## config.mk

```make
export PLATFORM = sky130hd
export DESIGN_NAME = fpu_control_exception_flags
export DESIGN_NICKNAME = d
export VERILOG_FILES = /design/src/rtl/cond_code_encoder.v /design/src/rtl/exc_responder.v /design/src/rtl/fpu_control_exception_flags.v
export VERILOG_INCLUDE_DIRS = /design/src /design/src/include
export SDC_FILE = /design/constraint.sdc
export NUM_CORES = 1
export LEC_CHECK = 0
export BUFFER_PORTS_ARGS = -buffer_cell sky130_fd_sc_hd__buf_2
export CAP_MARGIN = 20
export CORE_MARGIN = 2
export CORE_UTILIZATION = 40
export DETAILED_ROUTE_END_ITERATION = 8
export PLACE_DENSITY = 0.77
export SYNTH_ARGS = -nofsm -noshare
export SYNTH_HDL_FRONTEND = slang
export SYNTH_SLANG_ARGS = --single-unit
```

## constraint.sdc

```tcl
create_clock -name clk -period 1.6 [get_ports clk]
set_input_delay 0.16 -clock clk [delete_from_list [all_inputs] [get_ports clk]]
set_output_delay 0.16 -clock clk [all_outputs]
set_load 0.05 [all_outputs]
```

## src/include/fpu_ctl_map.vh

```
// Purpose: Constants for the coprocessor control, condition and exception block
// Assumes: Included by bare name from rtl files
// Notes: Definitions only
`ifndef FPU_CTL_MAP_VH
`define FPU_CTL_MAP_VH

// Exception bit positions, shared by flags and masks
`define EXC_INVALID 0
`define EXC_DENORM 1
`define EXC_ZDIV 2
`define EXC_OVFL 3
`define EXC_UNFL 4
`define EXC_INEXACT 5
`define EXC_COUNT 6

// Control word fields
`define CW_GLOBAL_MASK 7
`define CW_PREC_LO 8
`define CW_PREC_HI 9
`define CW_ROUND_LO 10
`define CW_ROUND_HI 11
`define CW_CLOSURE 12
`define CW_RESET_VAL 16'h033F

// Status word fields
`define SW_IRQ 7
`define SW_COND0 8
`define SW_COND1 9
`define SW_COND2 10
`define SW_COND3 14

// Rounding encodings
`define RND_NEAREST 2'h0
`define RND_DOWN 2'h1
`define RND_UP 2'h2
`define RND_CHOP 2'h3

// Precision encodings
`define PREC_SINGLE 2'h0
`define PREC_DOUBLE 2'h2
`define PREC_EXTENDED 2'h3

// Condition update operations
`define CC_OP_NONE 3'h0
`define CC_OP_COMPARE 3'h1
`define CC_OP_EXAMINE 3'h2
`define CC_OP_REMAINDER 3'h3

// Compare outcomes
`define CMP_GREATER 2'h0
`define CMP_LESS 2'h1
`define CMP_EQUAL 2'h2
`define CMP_UNORDERED 2'h3

// Examine operand classes
`define CLS_UNNORMAL 3'h0
`define CLS_NORMAL 3'h1
`define CLS_ZERO_EXP 3'h2
`define CLS_INFINITY 3'h3
`define CLS_ZERO 3'h4
`define CLS_EMPTY 3'h5
`define CLS_ZERO_EXP_Z 3'h6

// Remainder dividend ranges
`define REM_BELOW_2 2'h0
`define REM_BELOW_4 2'h1
`define REM_AT_LEAST_4 2'h2

`endif

```

## src/rtl/cond_code_encoder.v

```verilog
// Purpose: Computes next condition flags for compare, examine and remainder
// Assumes: Combinational; previous flags supplied by the caller
// Notes: Flags ordered {three, two, one, zero}
`timescale 1ns/10ps
`include "fpu_ctl_map.vh"

module cond_code_encoder (
  op,
  cmp_result,
  exam_class,
  exam_sign,
  rem_complete,
  rem_range,
  quotient_bit_high,
  quotient_bit_mid,
  quotient_bit_low,
  cc_prev,
  cc_next
);
  input wire [2:0] op;
  input wire [1:0] cmp_result;
  input wire [2:0] exam_class;
  input wire exam_sign;
  input wire rem_complete;
  input wire [1:0] rem_range;
  input wire quotient_bit_high;
  input wire quotient_bit_mid;
  input wire quotient_bit_low;
  input wire [3:0] cc_prev;
  output reg [3:0] cc_next;

  reg q_high;
  reg q_mid;

  always @* begin
    cc_next = cc_prev;
    q_high = quotient_bit_high;
    q_mid = quotient_bit_mid;
    case (op)
      `CC_OP_COMPARE: begin
        case (cmp_result)
          `CMP_GREATER: cc_next = {1'b0, 1'b0, cc_prev[1], 1'b0};
          `CMP_LESS: cc_next = {1'b0, 1'b0, cc_prev[1], 1'b1};
          `CMP_EQUAL: cc_next = {1'b1, 1'b0, cc_prev[1], 1'b0};
          default: cc_next = {1'b1, 1'b1, cc_prev[1], 1'b1};
        endcase
      end
      `CC_OP_EXAMINE: begin
        case (exam_class)
          `CLS_UNNORMAL: cc_next = {1'b0, 1'b0, exam_sign, 1'b0};
          `CLS_ZERO_EXP: cc_next = {1'b0, 1'b0, exam_sign, 1'b1};
          `CLS_NORMAL: cc_next = {1'b0, 1'b1, exam_sign, 1'b0};
          `CLS_INFINITY: cc_next = {1'b0, 1'b1, exam_sign, 1'b1};
          `CLS_ZERO: cc_next = {1'b1, 1'b0, exam_sign, 1'b0};
          `CLS_ZERO_EXP_Z: cc_next = {1'b1, 1'b1, exam_sign, 1'b0};
          default: cc_next = {1'b1, 1'b0, 1'b0, 1'b1};
        endcase
      end
      `CC_OP_REMAINDER: begin
        if (rem_complete) begin
          // Small dividends cannot produce the upper quotient bits
          if (rem_range != `REM_AT_LEAST_4) begin
            q_high = cc_prev[0];
          end
          if (rem_range == `REM_BELOW_2) begin
            q_mid = cc_prev[3];
          end
          cc_next = {q_mid, 1'b0, quotient_bit_low, q_high};
        end else begin
          // Other flags are undefined; holding them is the cheapest choice
          cc_next = {cc_prev[3], 1'b1, cc_prev[1], cc_prev[0]};
        end
      end
      default: cc_next = cc_prev;
    endcase
  end
endmodule

```

## src/rtl/exc_responder.v

```verilog
// Purpose: Decides masked default response for one exception class
// Assumes: Combinational, one instance per class
// Notes: Response code meaning depends on the class index
`timescale 1ns/10ps

module exc_responder (
  detected,
  mask,
  flag_set,
  use_default,
  want_trap
);
  input wire detected;
  input wire mask;
  output wire flag_set;
  output wire use_default;
  output wire want_trap;

  assign flag_set = detected;
  assign use_default = detected & mask;
  assign want_trap = detected & ~mask;
endmodule

```

## src/rtl/fpu_control_exception_flags.v

```verilog
// Purpose: Control word, condition flags, exception flags and pointer capture
// Assumes: Datapath reports each finished instruction with a one-cycle strobe
// Notes: Control word is loaded and read, status word only read, as whole words
`timescale 1ns/10ps
`include "fpu_ctl_map.vh"

// Contract
// - Each executed numeric instruction saves instruction address and opcode; operand address only when operand_valid is set.
// - Compare or test sets flags three, two and zero by outcome, flag one unchanged.
// - Complete remainder clears flag two, maps quotient bits; incomplete sets flag two.
// - Small dividends keep previous flags for upper quotient bits.
// - Examine with flag three clear encodes class and sign as listed.
// - Examine with flag three set encodes zeros, zero-exponent, empty.
// - Options are loaded as a full control word; low byte exceptions, high mode.
// - Control bits five to zero mask classes; bit seven masks all interrupts.
// - Control bits nine and eight select precision, default extended.
// - Control bits eleven and ten select rounding mode.
// - A control bit selects affine or projective infinity closure.
// - Unmasked exception with interrupts enabled raises an interrupt request.
// - With interrupts disabled execution continues regardless of pending exceptions.
// - Masked exception records flag, applies default response, continues.
// - Invalid operation flagged; masked default gives quiet NaN or propagates NaN.
// - Overflow flagged; masked default gives infinity.
// - Zero divisor flagged; masked default gives infinity.
// - Underflow flagged; masked default denormalizes the result.
// - Denormal operand flagged; masked continues normally.
// - Inexact rounds by selected mode and flags; masked continues.
// - Status bit seven is set when any unmasked flag is set.
// - Status bits five to zero hold sticky exception flags.
module fpu_control_exception_flags #(
  parameter ADDR_W = 20,
  parameter OPC_W = 11
) (
  clk,
  rst_n,
  cw_load,
  cw_load_data,
  cw_value,
  sw_value,
  exc_clear,
  instr_done,
  instr_addr,
  operand_addr,
  operand_valid,
  instr_opcode,
  exc_detected,
  nan_operand,
  cc_op,
  cmp_result,
  exam_class,
  exam_sign,
  rem_complete,
  rem_range,
  quotient_bit_high,
  quotient_bit_mid,
  quotient_bit_low,
  instr_ptr,
  data_ptr,
  opcode_ptr,
  round_mode,
  precision_mode,
  affine_closure,
  resp_nan_sel,
  resp_nan_propagate,
  resp_infinity,
  resp_denormalize,
  resp_round,
  exec_stall,
  int_req
);
  input wire clk;
  input wire rst_n;
  input wire cw_load;
  input wire [15:0] cw_load_data;
  output wire [15:0] cw_value;
  output wire [15:0] sw_value;
  input wire exc_clear;
  input wire instr_done;
  input wire [ADDR_W-1:0] instr_addr;
  input wire [ADDR_W-1:0] operand_addr;
  input wire operand_valid;
  input wire [OPC_W-1:0] instr_opcode;
  input wire [5:0] exc_detected;
  input wire nan_operand;
  input wire [2:0] cc_op;
  input wire [1:0] cmp_result;
  input wire [2:0] exam_class;
  input wire exam_sign;
  input wire rem_complete;
  input wire [1:0] rem_range;
  input wire quotient_bit_high;
  input wire quotient_bit_mid;
  input wire quotient_bit_low;
  output reg [ADDR_W-1:0] instr_ptr;
  output reg [ADDR_W-1:0] data_ptr;
  output reg [OPC_W-1:0] opcode_ptr;
  output wire [1:0] round_mode;
  output wire [1:0] precision_mode;
  output wire affine_closure;
  output reg resp_nan_sel;
  output reg resp_nan_propagate;
  output reg resp_infinity;
  output reg resp_denormalize;
  output reg resp_round;
  output wire exec_stall;
  output reg int_req;

  reg [15:0] numeric_control_word_r;
  reg [5:0] exc_flags_r;
  reg [5:0] exc_flags_nxt;
  reg [3:0] cond_flags_r;
  wire [3:0] cond_flags_nxt;
  wire [5:0] flag_set;
  wire [5:0] use_default;
  wire [5:0] want_trap;
  wire irq_pending;
  wire [5:0] class_mask;
  wire global_mask;

  assign class_mask = numeric_control_word_r[`EXC_COUNT-1:0];
  assign global_mask = numeric_control_word_r[`CW_GLOBAL_MASK];
  assign precision_mode = numeric_control_word_r[`CW_PREC_HI:`CW_PREC_LO];
  assign round_mode = numeric_control_word_r[`CW_ROUND_HI:`CW_ROUND_LO];
  assign affine_closure = numeric_control_word_r[`CW_CLOSURE];
  assign cw_value = numeric_control_word_r;

  // Control word is loaded only as a whole word
  always @(posedge clk) begin
    if (!rst_n) begin
      numeric_control_word_r <= `CW_RESET_VAL;
    end else if (cw_load) begin
      numeric_control_word_r <= cw_load_data;
    end
  end

  // One responder per class; bit order fixed by the shared constants
  genvar gi;
  generate
    for (gi = 0; gi < `EXC_COUNT; gi = gi + 1) begin : g_resp
      exc_responder u_resp (
        .detected(exc_detected[gi] & instr_done),
        .mask(class_mask[gi]),
        .flag_set(flag_set[gi]),
        .use_default(use_default[gi]),
        .want_trap(want_trap[gi])
      );
    end
  endgenerate

  // Sticky flags: a new detection wins over a simultaneous clear
  always @* begin
    exc_flags_nxt = exc_flags_r;
    if (exc_clear) begin
      exc_flags_nxt = 6'h00;
    end
    exc_flags_nxt = exc_flags_nxt | flag_set;
  end

  always @(posedge clk) begin
    if (!rst_n) begin
      exc_flags_r <= 6'h00;
    end else begin
      exc_flags_r <= exc_flags_nxt;
    end
  end

  assign irq_pending = |(exc_flags_r & ~class_mask);

  // Request is registered; the global mask blocks it but not the status bit
  always @(posedge clk) begin
    if (!rst_n) begin
      int_req <= 1'b0;
    end else begin
      int_req <= (|(exc_flags_nxt & ~class_mask)) & ~global_mask;
    end
  end

  // No stall is ever raised from exceptions; the host handles traps
  assign exec_stall = 1'b0;

  // Default responses, one cycle after the instruction finishes; resp_round ignores the inexact mask
  always @(posedge clk) begin
    if (!rst_n) begin
      resp_nan_sel <= 1'b0;
      resp_nan_propagate <= 1'b0;
      resp_infinity <= 1'b0;
      resp_denormalize <= 1'b0;
      resp_round <= 1'b0;
    end else begin
      resp_nan_sel <= use_default[`EXC_INVALID] & ~nan_operand;
      resp_nan_propagate <= use_default[`EXC_INVALID] & nan_operand;
      resp_infinity <= use_default[`EXC_OVFL] | use_default[`EXC_ZDIV];
      resp_denormalize <= use_default[`EXC_UNFL];
      // Denormal default is plain continuation, so it needs no response line
      resp_round <= instr_done & exc_detected[`EXC_INEXACT];
    end
  end

  cond_code_encoder u_cc (
    .op(instr_done ? cc_op : `CC_OP_NONE),
    .cmp_result(cmp_result),
    .exam_class(exam_class),
    .exam_sign(exam_sign),
    .rem_complete(rem_complete),
    .rem_range(rem_range),
    .quotient_bit_high(quotient_bit_high),
    .quotient_bit_mid(quotient_bit_mid),
    .quotient_bit_low(quotient_bit_low),
    .cc_prev(cond_flags_r),
    .cc_next(cond_flags_nxt)
  );

  always @(posedge clk) begin
    if (!rst_n) begin
      cond_flags_r <= 4'h0;
    end else begin
      cond_flags_r <= cond_flags_nxt;
    end
  end

  // Pointers keep the last numeric instruction for error handlers
  always @(posedge clk) begin
    if (!rst_n) begin
      instr_ptr <= {ADDR_W{1'b0}};
      data_ptr <= {ADDR_W{1'b0}};
      opcode_ptr <= {OPC_W{1'b0}};
    end else if (instr_done) begin
      instr_ptr <= instr_addr;
      opcode_ptr <= instr_opcode;
      if (operand_valid) begin
        data_ptr <= operand_addr;
      end
    end
  end

  assign sw_value = {1'b0, cond_flags_r[3], 3'h0, cond_flags_r[2], cond_flags_r[1],
                     cond_flags_r[0], irq_pending, 1'b0, exc_flags_r};
endmodule

```

==> out/metrics.yaml, run 1 <==
outcome:
  outcome: "complete, no violations"
clock_network:
  cts_made_buffers: 9
  cts_root_buf: "clkbuf_8"
  path_clk_slew_ns: 0.09
  cts_sinks: 83
  tritoncts: "yes"
  clk_latency_ns: 0.34
  htree_num_levels: 3
  clk_path_buf_depth: 2
critical_path:
  crit_path_end_kind: "output port"
  path_max_fanout: 4
  critPathKind: "flop to output port"
  worstPathRequired_ns: 1.44
  crit_path_start_kind: "flop"
  worstPathArrival_ns: 1.34
sta:
  hold_ws_ns: 0.0347
  fmax_mhz: 666
  hold_violations: 0
  drv_slew: 0
  setup_viol: 0
  clock_skew_ns: 0.00764
  fin_crit_ns: 1.50
  finalCritPeriodShare_pct: 93.9
  setup-tns-final_ns: 0
  postLayoutSetupSlackWorst_ns: 0.0980
grt:
  grt_pass1_vias: 2784
  grt_pass1_wl_mm: 12.3
  grt_max_degree: 58
  antenna_found_initial: 0
  grt_remaining_overflow: 0
  grt_usage_pct: 17.4
routing:
  dr.pass1.iters: 4
  wl_per_cell_um: 12.4
  drcViolationCount: 0
  ant_nets: 0
  via_per_inst: 4.70
  drt_iter0_markers: 64
  vias: 2991
  drt-total-wl_mm: 7.90
placement:
  place_area_um2: 4170
  io_buffer_count: 183
  post-place-ws_ns: 0.215
  place_congestion: 0.794
  dp_cells: 619
  dp_hpwl_mm: 6.09
floorplan:
  rows: 33
  start_util_pct: 40.6
  core_um2: 8090
  fp.dieW_um: 94.6
  io_pins: 190
  dieArea_um2: 8950
  die_height_um: 94.6
logic_synthesis:
  syn-instance-count: 357
  synth_warnings: 0
  yosysSeqAreaShare_pct: 50.6
  netlist-cell-type-count: 34
  synth_seq_cells: 83
  syn_area_per_cell_um2: 9.20
  netlist_area_um2: 3290
cells_and_area:
  syn_to_final_growth_pct: 34.3
  stdcell_area_um2: 4410
  nets: 621
  drive_gt1_share_pct: 40.7
  instances_no_fill: 636
  n_antenna_cell: 0
worst_hold_path:
  hold_class: "input port to flop"
power_and_ir_drop:
  cellLeakagePower_nw: 2.29
  peakVddDrop_mv: 0.494
  power_density_nw_per_um2: 1120
flow_run:
  cap_viol_max_count: 0
-- power breakdown --
group / total, mW / switching, mW / internal [mW]
registers: 2.24 / 0.0648 / 2.18
clock network: 1.66 / 0.763 / 0.893
logic: 1.03 / 0.731 / 0.302
-- area by class of cell --
| cell class | count | area [um2] |
|---|---|---|
| Timing Repair Buffer | 192 | 1000 |
| Multi-Input combinational cell | 230 | 1350 |
| Inverter | 10 | 37.5 |
| Sequential cell | 83 | 1670 |
| Tap cell | 105 | 131 |
| Fill cell | 778 | 3680 |
| Clock inverter | 7 | 98.8 |
| Clock buffer | 9 | 124 |
-- registers in the layout, summed over array words and instances (netlist names), 4 cells and up --
name,cells
data_ptr,20
instr_ptr,20
cw_value,16
opcode_ptr,11
exc_flags_r,6
cond_flags_r,4
-- kinds of logic after synthesis --
family	synth area share, %
flip-flops	50.6
other	0.114
AND/OR/NAND/NOR	15.5
AO/OA/AOI/OAI	10.8
multiplexers	14.0
buffers and inverters	8.99
-- stage by stage --
step | utilization (%) | total power [mW]
after floorplan | - | 3.06
after global placement | 51.5 | 3.31
after detailed placement | 51.5 | 3.32
after CTS | 54.4 | 5.00
after global routing | 54.5 | 5.15
final | 54.5 | 4.93
-- synthesized netlist by cell type --
master	count	area (um2)
conb_1	1	3.75
dfxtp_1	83	1660
a41o_1	1	10.0
o22ai_1	3	18.8
clkbuf_1	4	15.0
a31oi_1	2	12.5
a21boi_0	1	7.51
buf_6	2	22.5
a211oi_4	1	20.0
nor2b_1	2	12.5
inv_1	10	37.5
nand3_1	4	20.0
a21o_1	1	7.51
nand4_1	1	6.26
o211ai_1	3	22.5
nor2_1	52	195
o221ai_1	1	8.76
nand3b_1	3	22.5
buf_2	11	55.1
a22oi_4	1	21.3
mux2i_1	46	460
and3b_1	1	8.76
nor2_2	1	6.26
and2_1	1	6.26
o21ai_0	6	30.0
a21oi_1	25	125
buf_4	22	165
a22oi_1	5	37.5
o311a_1	1	10.0
nand2b_1	4	25.0
a211oi_1	1	7.51
nand2_1	55	206
a221oi_1	1	8.76
o21bai_1	1	7.51
-- worst paths after layout --
path                                                start                   endpoint  slack (ns)  cells after the start
worst max-delay path             cw_value[0]$_SDFFE_PN1P_                sw_value[7]         0.1                      4
worst min-delay path                      cw_load_data[2]   cw_value[2]$_SDFFE_PN1P_        0.03                      3
worst max register to register  exc_flags_r[2]$_SDFF_PN0_         int_req$_SDFF_PN0_        0.42                      3
worst min register to register  data_ptr[19]$_SDFFE_PN0P_  data_ptr[19]$_SDFFE_PN0P_        0.45                      2
-- cell usage in the layout, fill, tap and decap left out, types with 2 or more instances in the layout --
cell type,count
buf_2,182
buf_4,8
a22oi_1,5
dfxtp_1,79
a21oi_1,25
conb_1,6
nand2_1,55
bufinv_16,2
mux2i_1,46
nor2_1,52
o211ai_1,3
inv_1,9
nand3_1,4
nor2b_1,2
nand3b_1,3
nand2b_1,4
clkbuf_8,9
a31oi_1,2
clkinv_2,2
o21ai_0,6
dfxtp_2,4
o22ai_1,3
-- what timing repair did --
action                                  CTS  global route
gates resized for setup                   2             4
endpoints found under the setup margin    1             1
hold endpoints to repair                  1             0
hold buffers                              1             0
buffers inserted                          0             0
-- layer usage --
layer	up-vias	routed length [um]	global-route usage (%)	share of wire (%)
met5	-	0	0	0
li1	1501	-	-	-
met3	16	620	4.95	7.9
met4	0	166	7.85	2.1
met1	1360	3240	19.2	41
met2	114	3870	31.0	49
-- critical path, cell delays in order (launching register included) --
cell      delay, ns
dfxtp_2        0.35
inv_1          0.07
a221oi_2       0.23
o221ai_1       0.14
buf_4          0.21
(Power assumes the default switching activity.)
==> inputs of run 2 (changes only) <==
==> constraint.sdc (replaced) <==
create_clock -name clk -period 1.5 [get_ports clk]
set_input_delay 0.225 -clock clk [delete_from_list [all_inputs] [get_ports clk]]
set_output_delay 0.225 -clock clk [all_outputs]
set_load 0.05 [all_outputs]
==> out/metrics.yaml, run 2 (synthesis results as in run 1) <==
outcome:
  outcome: "finished, violations left"
  violations: "setup timing"
routing:
  drt-total-wl_mm: 8.25
  via_per_inst: 4.80
  vias: 3064
  dr.pass1.iters: 4
  ant_nets: 0
  wl_per_cell_um: 12.9
  drt_iter0_markers: 69
  drcViolationCount: 0
critical_path:
  crit_path_start_kind: "flop"
  worstPathArrival_ns: 1.36
  critPathKind: "flop to output port"
  crit_path_end_kind: "output port"
  worstPathRequired_ns: 1.27
  rr_startpoint: "exc_flags_r[4]$_SDFF_PN0_"
  worst_r2r_endpoint: "int_req$_SDFF_PN0_"
  startpoint: "cw_value[0]$_SDFFE_PN1P_"
  path_max_fanout: 2
  reg2reg_depth: 4
  r2r_slack_ns: 0.23
  crit_end: "sw_value[7]"
cells_and_area:
  layout_commonest_cell: "buf_2"
  nets: 624
  drive_gt1_share_pct: 42.2
  n_antenna_cell: 0
  syn_to_final_growth_pct: 36.4
  final_cell_mix: "buf_2 (182), dfxtp_1 (76), nand2_1 (55)"
  n_fill_cell: 746
  instances_no_fill: 638
power_and_ir_drop:
  sw_frac_of_total_pct: 30.1
  power_switching_mw: 1.62
  cellLeakagePower_nw: 2.31
  p_total_mw: 5.37
  power_density_nw_per_um2: 1200
  p_clk_share_pct: 34.4
  peakVddDrop_mv: 0.607
  power_frac_seq_pct: 44.6
  internal_power_mw: 3.76
  power.share.combinational_pct: 21.0
grt:
  grt_usage_pct: 17.9
  grt_pass1_wl_mm: 12.6
  met1_usage_pct: 20.6
  grt_max_degree: 45
  use_met3_pct: 5.11
  gr-usage-met2_pct: 30.8
  grt_pass1_vias: 2739
  grt_remaining_overflow: 0
  antenna_found_initial: 0
  busiest_layer: "met2"
sta:
  fmax_mhz: 630
  hold_violations: 0
  finalCritPeriodShare_pct: 106
  setup_viol: 1
  rsz0062_at_grt: "true"
  clock_skew_ns: 0.00596
  drv_slew: 0
  fin_crit_ns: 1.59
  postLayoutSetupSlackWorst_ns: -0.0880
clock_network:
  path_clk_slew_ns: 0.08
  cts_root_buf: "clkbuf_8"
  cts_made_buffers: 9
  clk_path_buf_depth: 2
  tritoncts: "yes"
  cts_sinks: 83
  htree_num_levels: 3
  clk_latency_ns: 0.33
floorplan:
  core_um2: 8090
  fp.dieW_um: 94.6
  die_height_um: 94.6
  rows: 33
  io_pins: 190
  dieArea_um2: 8950
  start_util_pct: 40.6
placement:
  dp_hpwl_mm: 6.08
  dp_cells: 618
  place_congestion: 0.778
  post-place-ws_ns: 0.153
  io_buffer_count: 183
worst_hold_path:
  hold_class: "input port to flop"
flow_run:
  cap_viol_max_count: 0
-- run 2: cell count changes in the layout (fill, tap and decap cells not counted), moves of 2 or more --
cell / before / now
inv_2: 1 / 4
buf_4: 8 / 10
buf_12: 1 / 3
dfxtp_2: 4 / 7
inv_1: 9 / 6
dfxtp_1: 79 / 76
-- run 2: critical path, stage by stage, from the launching register on --
cell and delay (ns):
dfxtp_2 0.34, inv_2 0.05, a221oi_2 0.27, o221ai_1 0.16, buf_4 0.21
-- run 2: per-layer routing --
layer / wire length, um / vias to the layer above / part of all wire (%)
met5: 0 / - / 0
met1: 3360 / 1418 / 41
met4: 118 / 0 / 1.4
met3: 625 / 11 / 7.6
li1: - / 1508 / -
met2: 4140 / 127 / 50
-- run 2: power groups by stage --
stage / logic [mW] / clock network [mW] / registers (mW)
after global placement: 1.09 / 0 / 2.44
after global routing: 1.20 / 2.00 / 2.41
after detailed placement: 1.11 / 0 / 2.44
after floorplan: 0.441 / 0 / 2.82
final: 1.13 / 1.85 / 2.40
after CTS: 1.13 / 1.91 / 2.39
-- run 2: how the worst min path moves through the flow --
| stage | startpoint | end | slack [ns] | depth (start not counted) |
|---|---|---|---|---|
| 2_1_floorplan | nan_operand | resp_nan_sel$_SDFF_PN0_ | 0.30 | 1 |
| 3_3_place_gp | nan_operand | resp_nan_sel$_SDFF_PN0_ | 0.40 | 2 |
| 3_5_place_dp | nan_operand | resp_nan_sel$_SDFF_PN0_ | 0.41 | 2 |
| 4_1_cts | nan_operand | resp_nan_sel$_SDFF_PN0_ | 0.04 | 2 |
| 5_1_grt | nan_operand | resp_nan_sel$_SDFF_PN0_ | 0.04 | 2 |
| 6_report | nan_operand | resp_nan_sel$_SDFF_PN0_ | 0.06 | 2 |
-- run 2: cell type report --
class | count | area, um2 | share of cell area [%]
Tap cell | 105 | 131 | 2.93
Timing Repair Buffer | 195 | 1050 | 23.3
Multi-Input combinational cell | 230 | 1370 | 30.5
Clock inverter | 5 | 103 | 2.29
Inverter | 10 | 37.5 | 0.837
Clock buffer | 10 | 128 | 2.85
Sequential cell | 83 | 1670 | 37.3
-- run 2: what timing repair did --
item,in CTS,in global routing
gates resized for setup,12,2
hold buffers,0,0
pin swaps,2,1
setup buffers,5,0
setup endpoints to repair,1,1
-- run 2: stage by stage --
| step | hold WS (ns) | cell area, um2 | setup TNS [ns] | utilization, % |
|---|---|---|---|---|
| 5_1_grt | 0.0445 | 4480 | -0.174 | 55.4 |
| 2_1_floorplan | 0.297 | 3300 | 0 | - |
| 3_3_place_gp | 0.398 | 4180 | 0 | 51.7 |
| 6_report | 0.0580 | 4480 | -0.0880 | 55.4 |
| 3_5_place_dp | 0.410 | 4180 | 0 | 51.7 |
| 4_1_cts | 0.0376 | 4480 | -0.0640 | 55.3 |
==> inputs of run 3 (changes only) <==
--- a/config.mk
+++ b/config.mk
@@ -8,10 +8,10 @@
 export LEC_CHECK = 0
 export BUFFER_PORTS_ARGS = -buffer_cell sky130_fd_sc_hd__buf_2
 export CAP_MARGIN = 20
-export CORE_MARGIN = 2
 export CORE_UTILIZATION = 40
 export DETAILED_ROUTE_END_ITERATION = 8
 export PLACE_DENSITY = 0.77
+export SETUP_SLACK_MARGIN = 0.15
 export SYNTH_ARGS = -nofsm -noshare
 export SYNTH_HDL_FRONTEND = slang
 export SYNTH_SLANG_ARGS = --single-unit
==> out/metrics.yaml, run 3 (synthesis results as in run 1) <==
outcome:
  outcome: "finished, violations left"
  violations: "setup timing"
clock_network:
  cts_made_buffers: 9
  clk_path_buf_depth: 2
  clk_latency_ns: 0.34
  cts_root_buf: "clkbuf_8"
  cts_sinks: 83
  htree_num_levels: 3
  path_clk_slew_ns: 0.09
  ctsHoldBuffers: 0
  tritoncts: "yes"
grt:
  grt_remaining_overflow: 0
  grt_max_degree: 39
  grt_usage_pct: 19.0
  grt_pass1_wl_mm: 12.9
  antenna_found_initial: 0
  grt_pass1_vias: 3009
power_and_ir_drop:
  power.share.combinational_pct: 20.9
  peakVddDrop_mv: 0.631
  p_total_mw: 5.42
  cellLeakagePower_nw: 2.33
  sw_frac_of_total_pct: 29.6
  power_switching_mw: 1.60
  internal_power_mw: 3.82
  power_frac_seq_pct: 44.1
  p_clk_share_pct: 35.0
  power_density_nw_per_um2: 1210
flow_run:
  cap_viol_max_count: 0
floorplan:
  start_util_pct: 41.9
  fp.dieW_um: 92.6
  dieArea_um2: 8580
  rows: 32
  core_um2: 7850
  io_pins: 190
  die_height_um: 92.6
critical_path:
  worstPathCellList: "inv_2 > a221oi_2 > o221ai_1 > buf_4"
  crit_path_end_kind: "output port"
  reg2reg_depth: 4
  timing.critical_path.buf_inv: 2
  path_max_fanout: 2
  critical-path-top-delay-family: "compound AO/OA/AOI/OAI gates"
  worstPathArrival_ns: 1.36
  worstPathRequired_ns: 1.27
  rr_startpoint: "exc_flags_r[4]$_SDFF_PN0_"
  slowest_stage: "dfxtp_2"
  crit_path_start_kind: "flop"
  r2r_slack_ns: 0.24
  cpPeakStageDelay_ns: 0.35
  worst_r2r_endpoint: "int_req$_SDFF_PN0_"
  critPathKind: "flop to output port"
sta:
  rsz0062_at_grt: "true"
  hold_violations: 0
  setup_viol: 1
  clock_skew_ns: 0.0196
  hold_ws_ns: 0.0837
  fin_crit_ns: 1.59
  finalCritPeriodShare_pct: 106
  postLayoutSetupSlackWorst_ns: -0.0886
  fmax_mhz: 629
  drv_slew: 0
  setup-tns-final_ns: -0.0886
placement:
  io_buffer_count: 183
  dp_hpwl_mm: 6.22
  place_congestion: 0.831
  dp_cells: 618
cells_and_area:
  final_cell_mix: "buf_2 (182), dfxtp_1 (76), nand2_1 (55)"
  n_antenna_cell: 0
  instances_no_fill: 638
  nets: 626
  layout_commonest_cell: "buf_2"
  final_util_pct: 57.2
  n_fill_cell: 762
  drive_gt1_share_pct: 42.4
  syn_to_final_growth_pct: 36.6
routing:
  ant_nets: 0
  dr.pass1.iters: 5
  drt_iter0_markers: 67
  via_per_inst: 4.73
  drcViolationCount: 0
  vias: 3020
  wl_per_cell_um: 12.8
  drt-total-wl_mm: 8.17
worst_hold_path:
  hold_class: "input port to flop"
  hp-start: "nan_operand"
  hold_end: "resp_nan_sel$_SDFF_PN0_"
  holdPathStages: 2
==> run 3: repair_timing <==
action	in CTS	in global routing
pin swaps	1	2
gates resized for setup	5	6
buffers inserted	1	3
endpoints found under the setup margin	1	2
==> run 3: cell type report <==
class                      count  area (um2)  share of cell area (%)
timing repair buffer         197        1050                    23.4
inverter                      10        37.5                   0.836
sequential                    83        1670                    37.3
clock buffer                  12         145                    3.23
clock inverter                 4        97.6                    2.17
multi-input combinational    230        1360                    30.3
tap                          102         128                    2.84
==> run 3: worst register-to-register path: cells and delay by family (launching register included) <==
family,cells,cell delay [ns]
buffers and inverters,1,0.13
AOI/OAI and AO/OA,3,0.69
DFF,1,0.33
==> run 3: power by group through the flow <==
| stage | Clock, mW | Sequential [mW] | Combinational, mW |
|---|---|---|---|
| floorplan | 0 | 2.82 | 0.441 |
| global placement | 0 | 2.43 | 1.10 |
| detailed placement | 0 | 2.44 | 1.12 |
| CTS | 1.96 | 2.39 | 1.12 |
| global route | 2.04 | 2.40 | 1.20 |
| finish | 1.90 | 2.39 | 1.13 |
==> run 3: worst max path at each step <==
stage | start | end | slack, ns | depth (start not counted)
floorplan | exc_flags_r[5]$_SDFF_PN0_ | sw_value[7] | 0.18 | 3
global placement | cw_value[5]$_SDFFE_PN1P_ | sw_value[7] | 0.17 | 4
detailed placement | cw_value[5]$_SDFFE_PN1P_ | sw_value[7] | 0.13 | 4
CTS | cw_value[0]$_SDFFE_PN1P_ | sw_value[7] | -0.12 | 4
global route | exc_flags_r[1]$_SDFF_PN0_ | sw_value[7] | -0.16 | 5
finish | cw_value[0]$_SDFFE_PN1P_ | sw_value[7] | -0.09 | 4
==> run 3: metrics by stage <==
stage / setup slack, ns / area [um2]
finish: -0.0886 / 4490
global route: -0.157 / 4490
CTS: -0.121 / 4460
detailed placement: 0.130 / 4190
global placement: 0.173 / 4190
floorplan: 0.177 / 3310
==> run 3: routing by layer <==
metal  GRT usage, %  vias up  routed length (um)
met2           35.4      125                4230
met3           4.52       10                 615
met5              0        -                   0
li1               -     1509                   -
met4           7.82        0                 106
met1           20.6     1376                3220
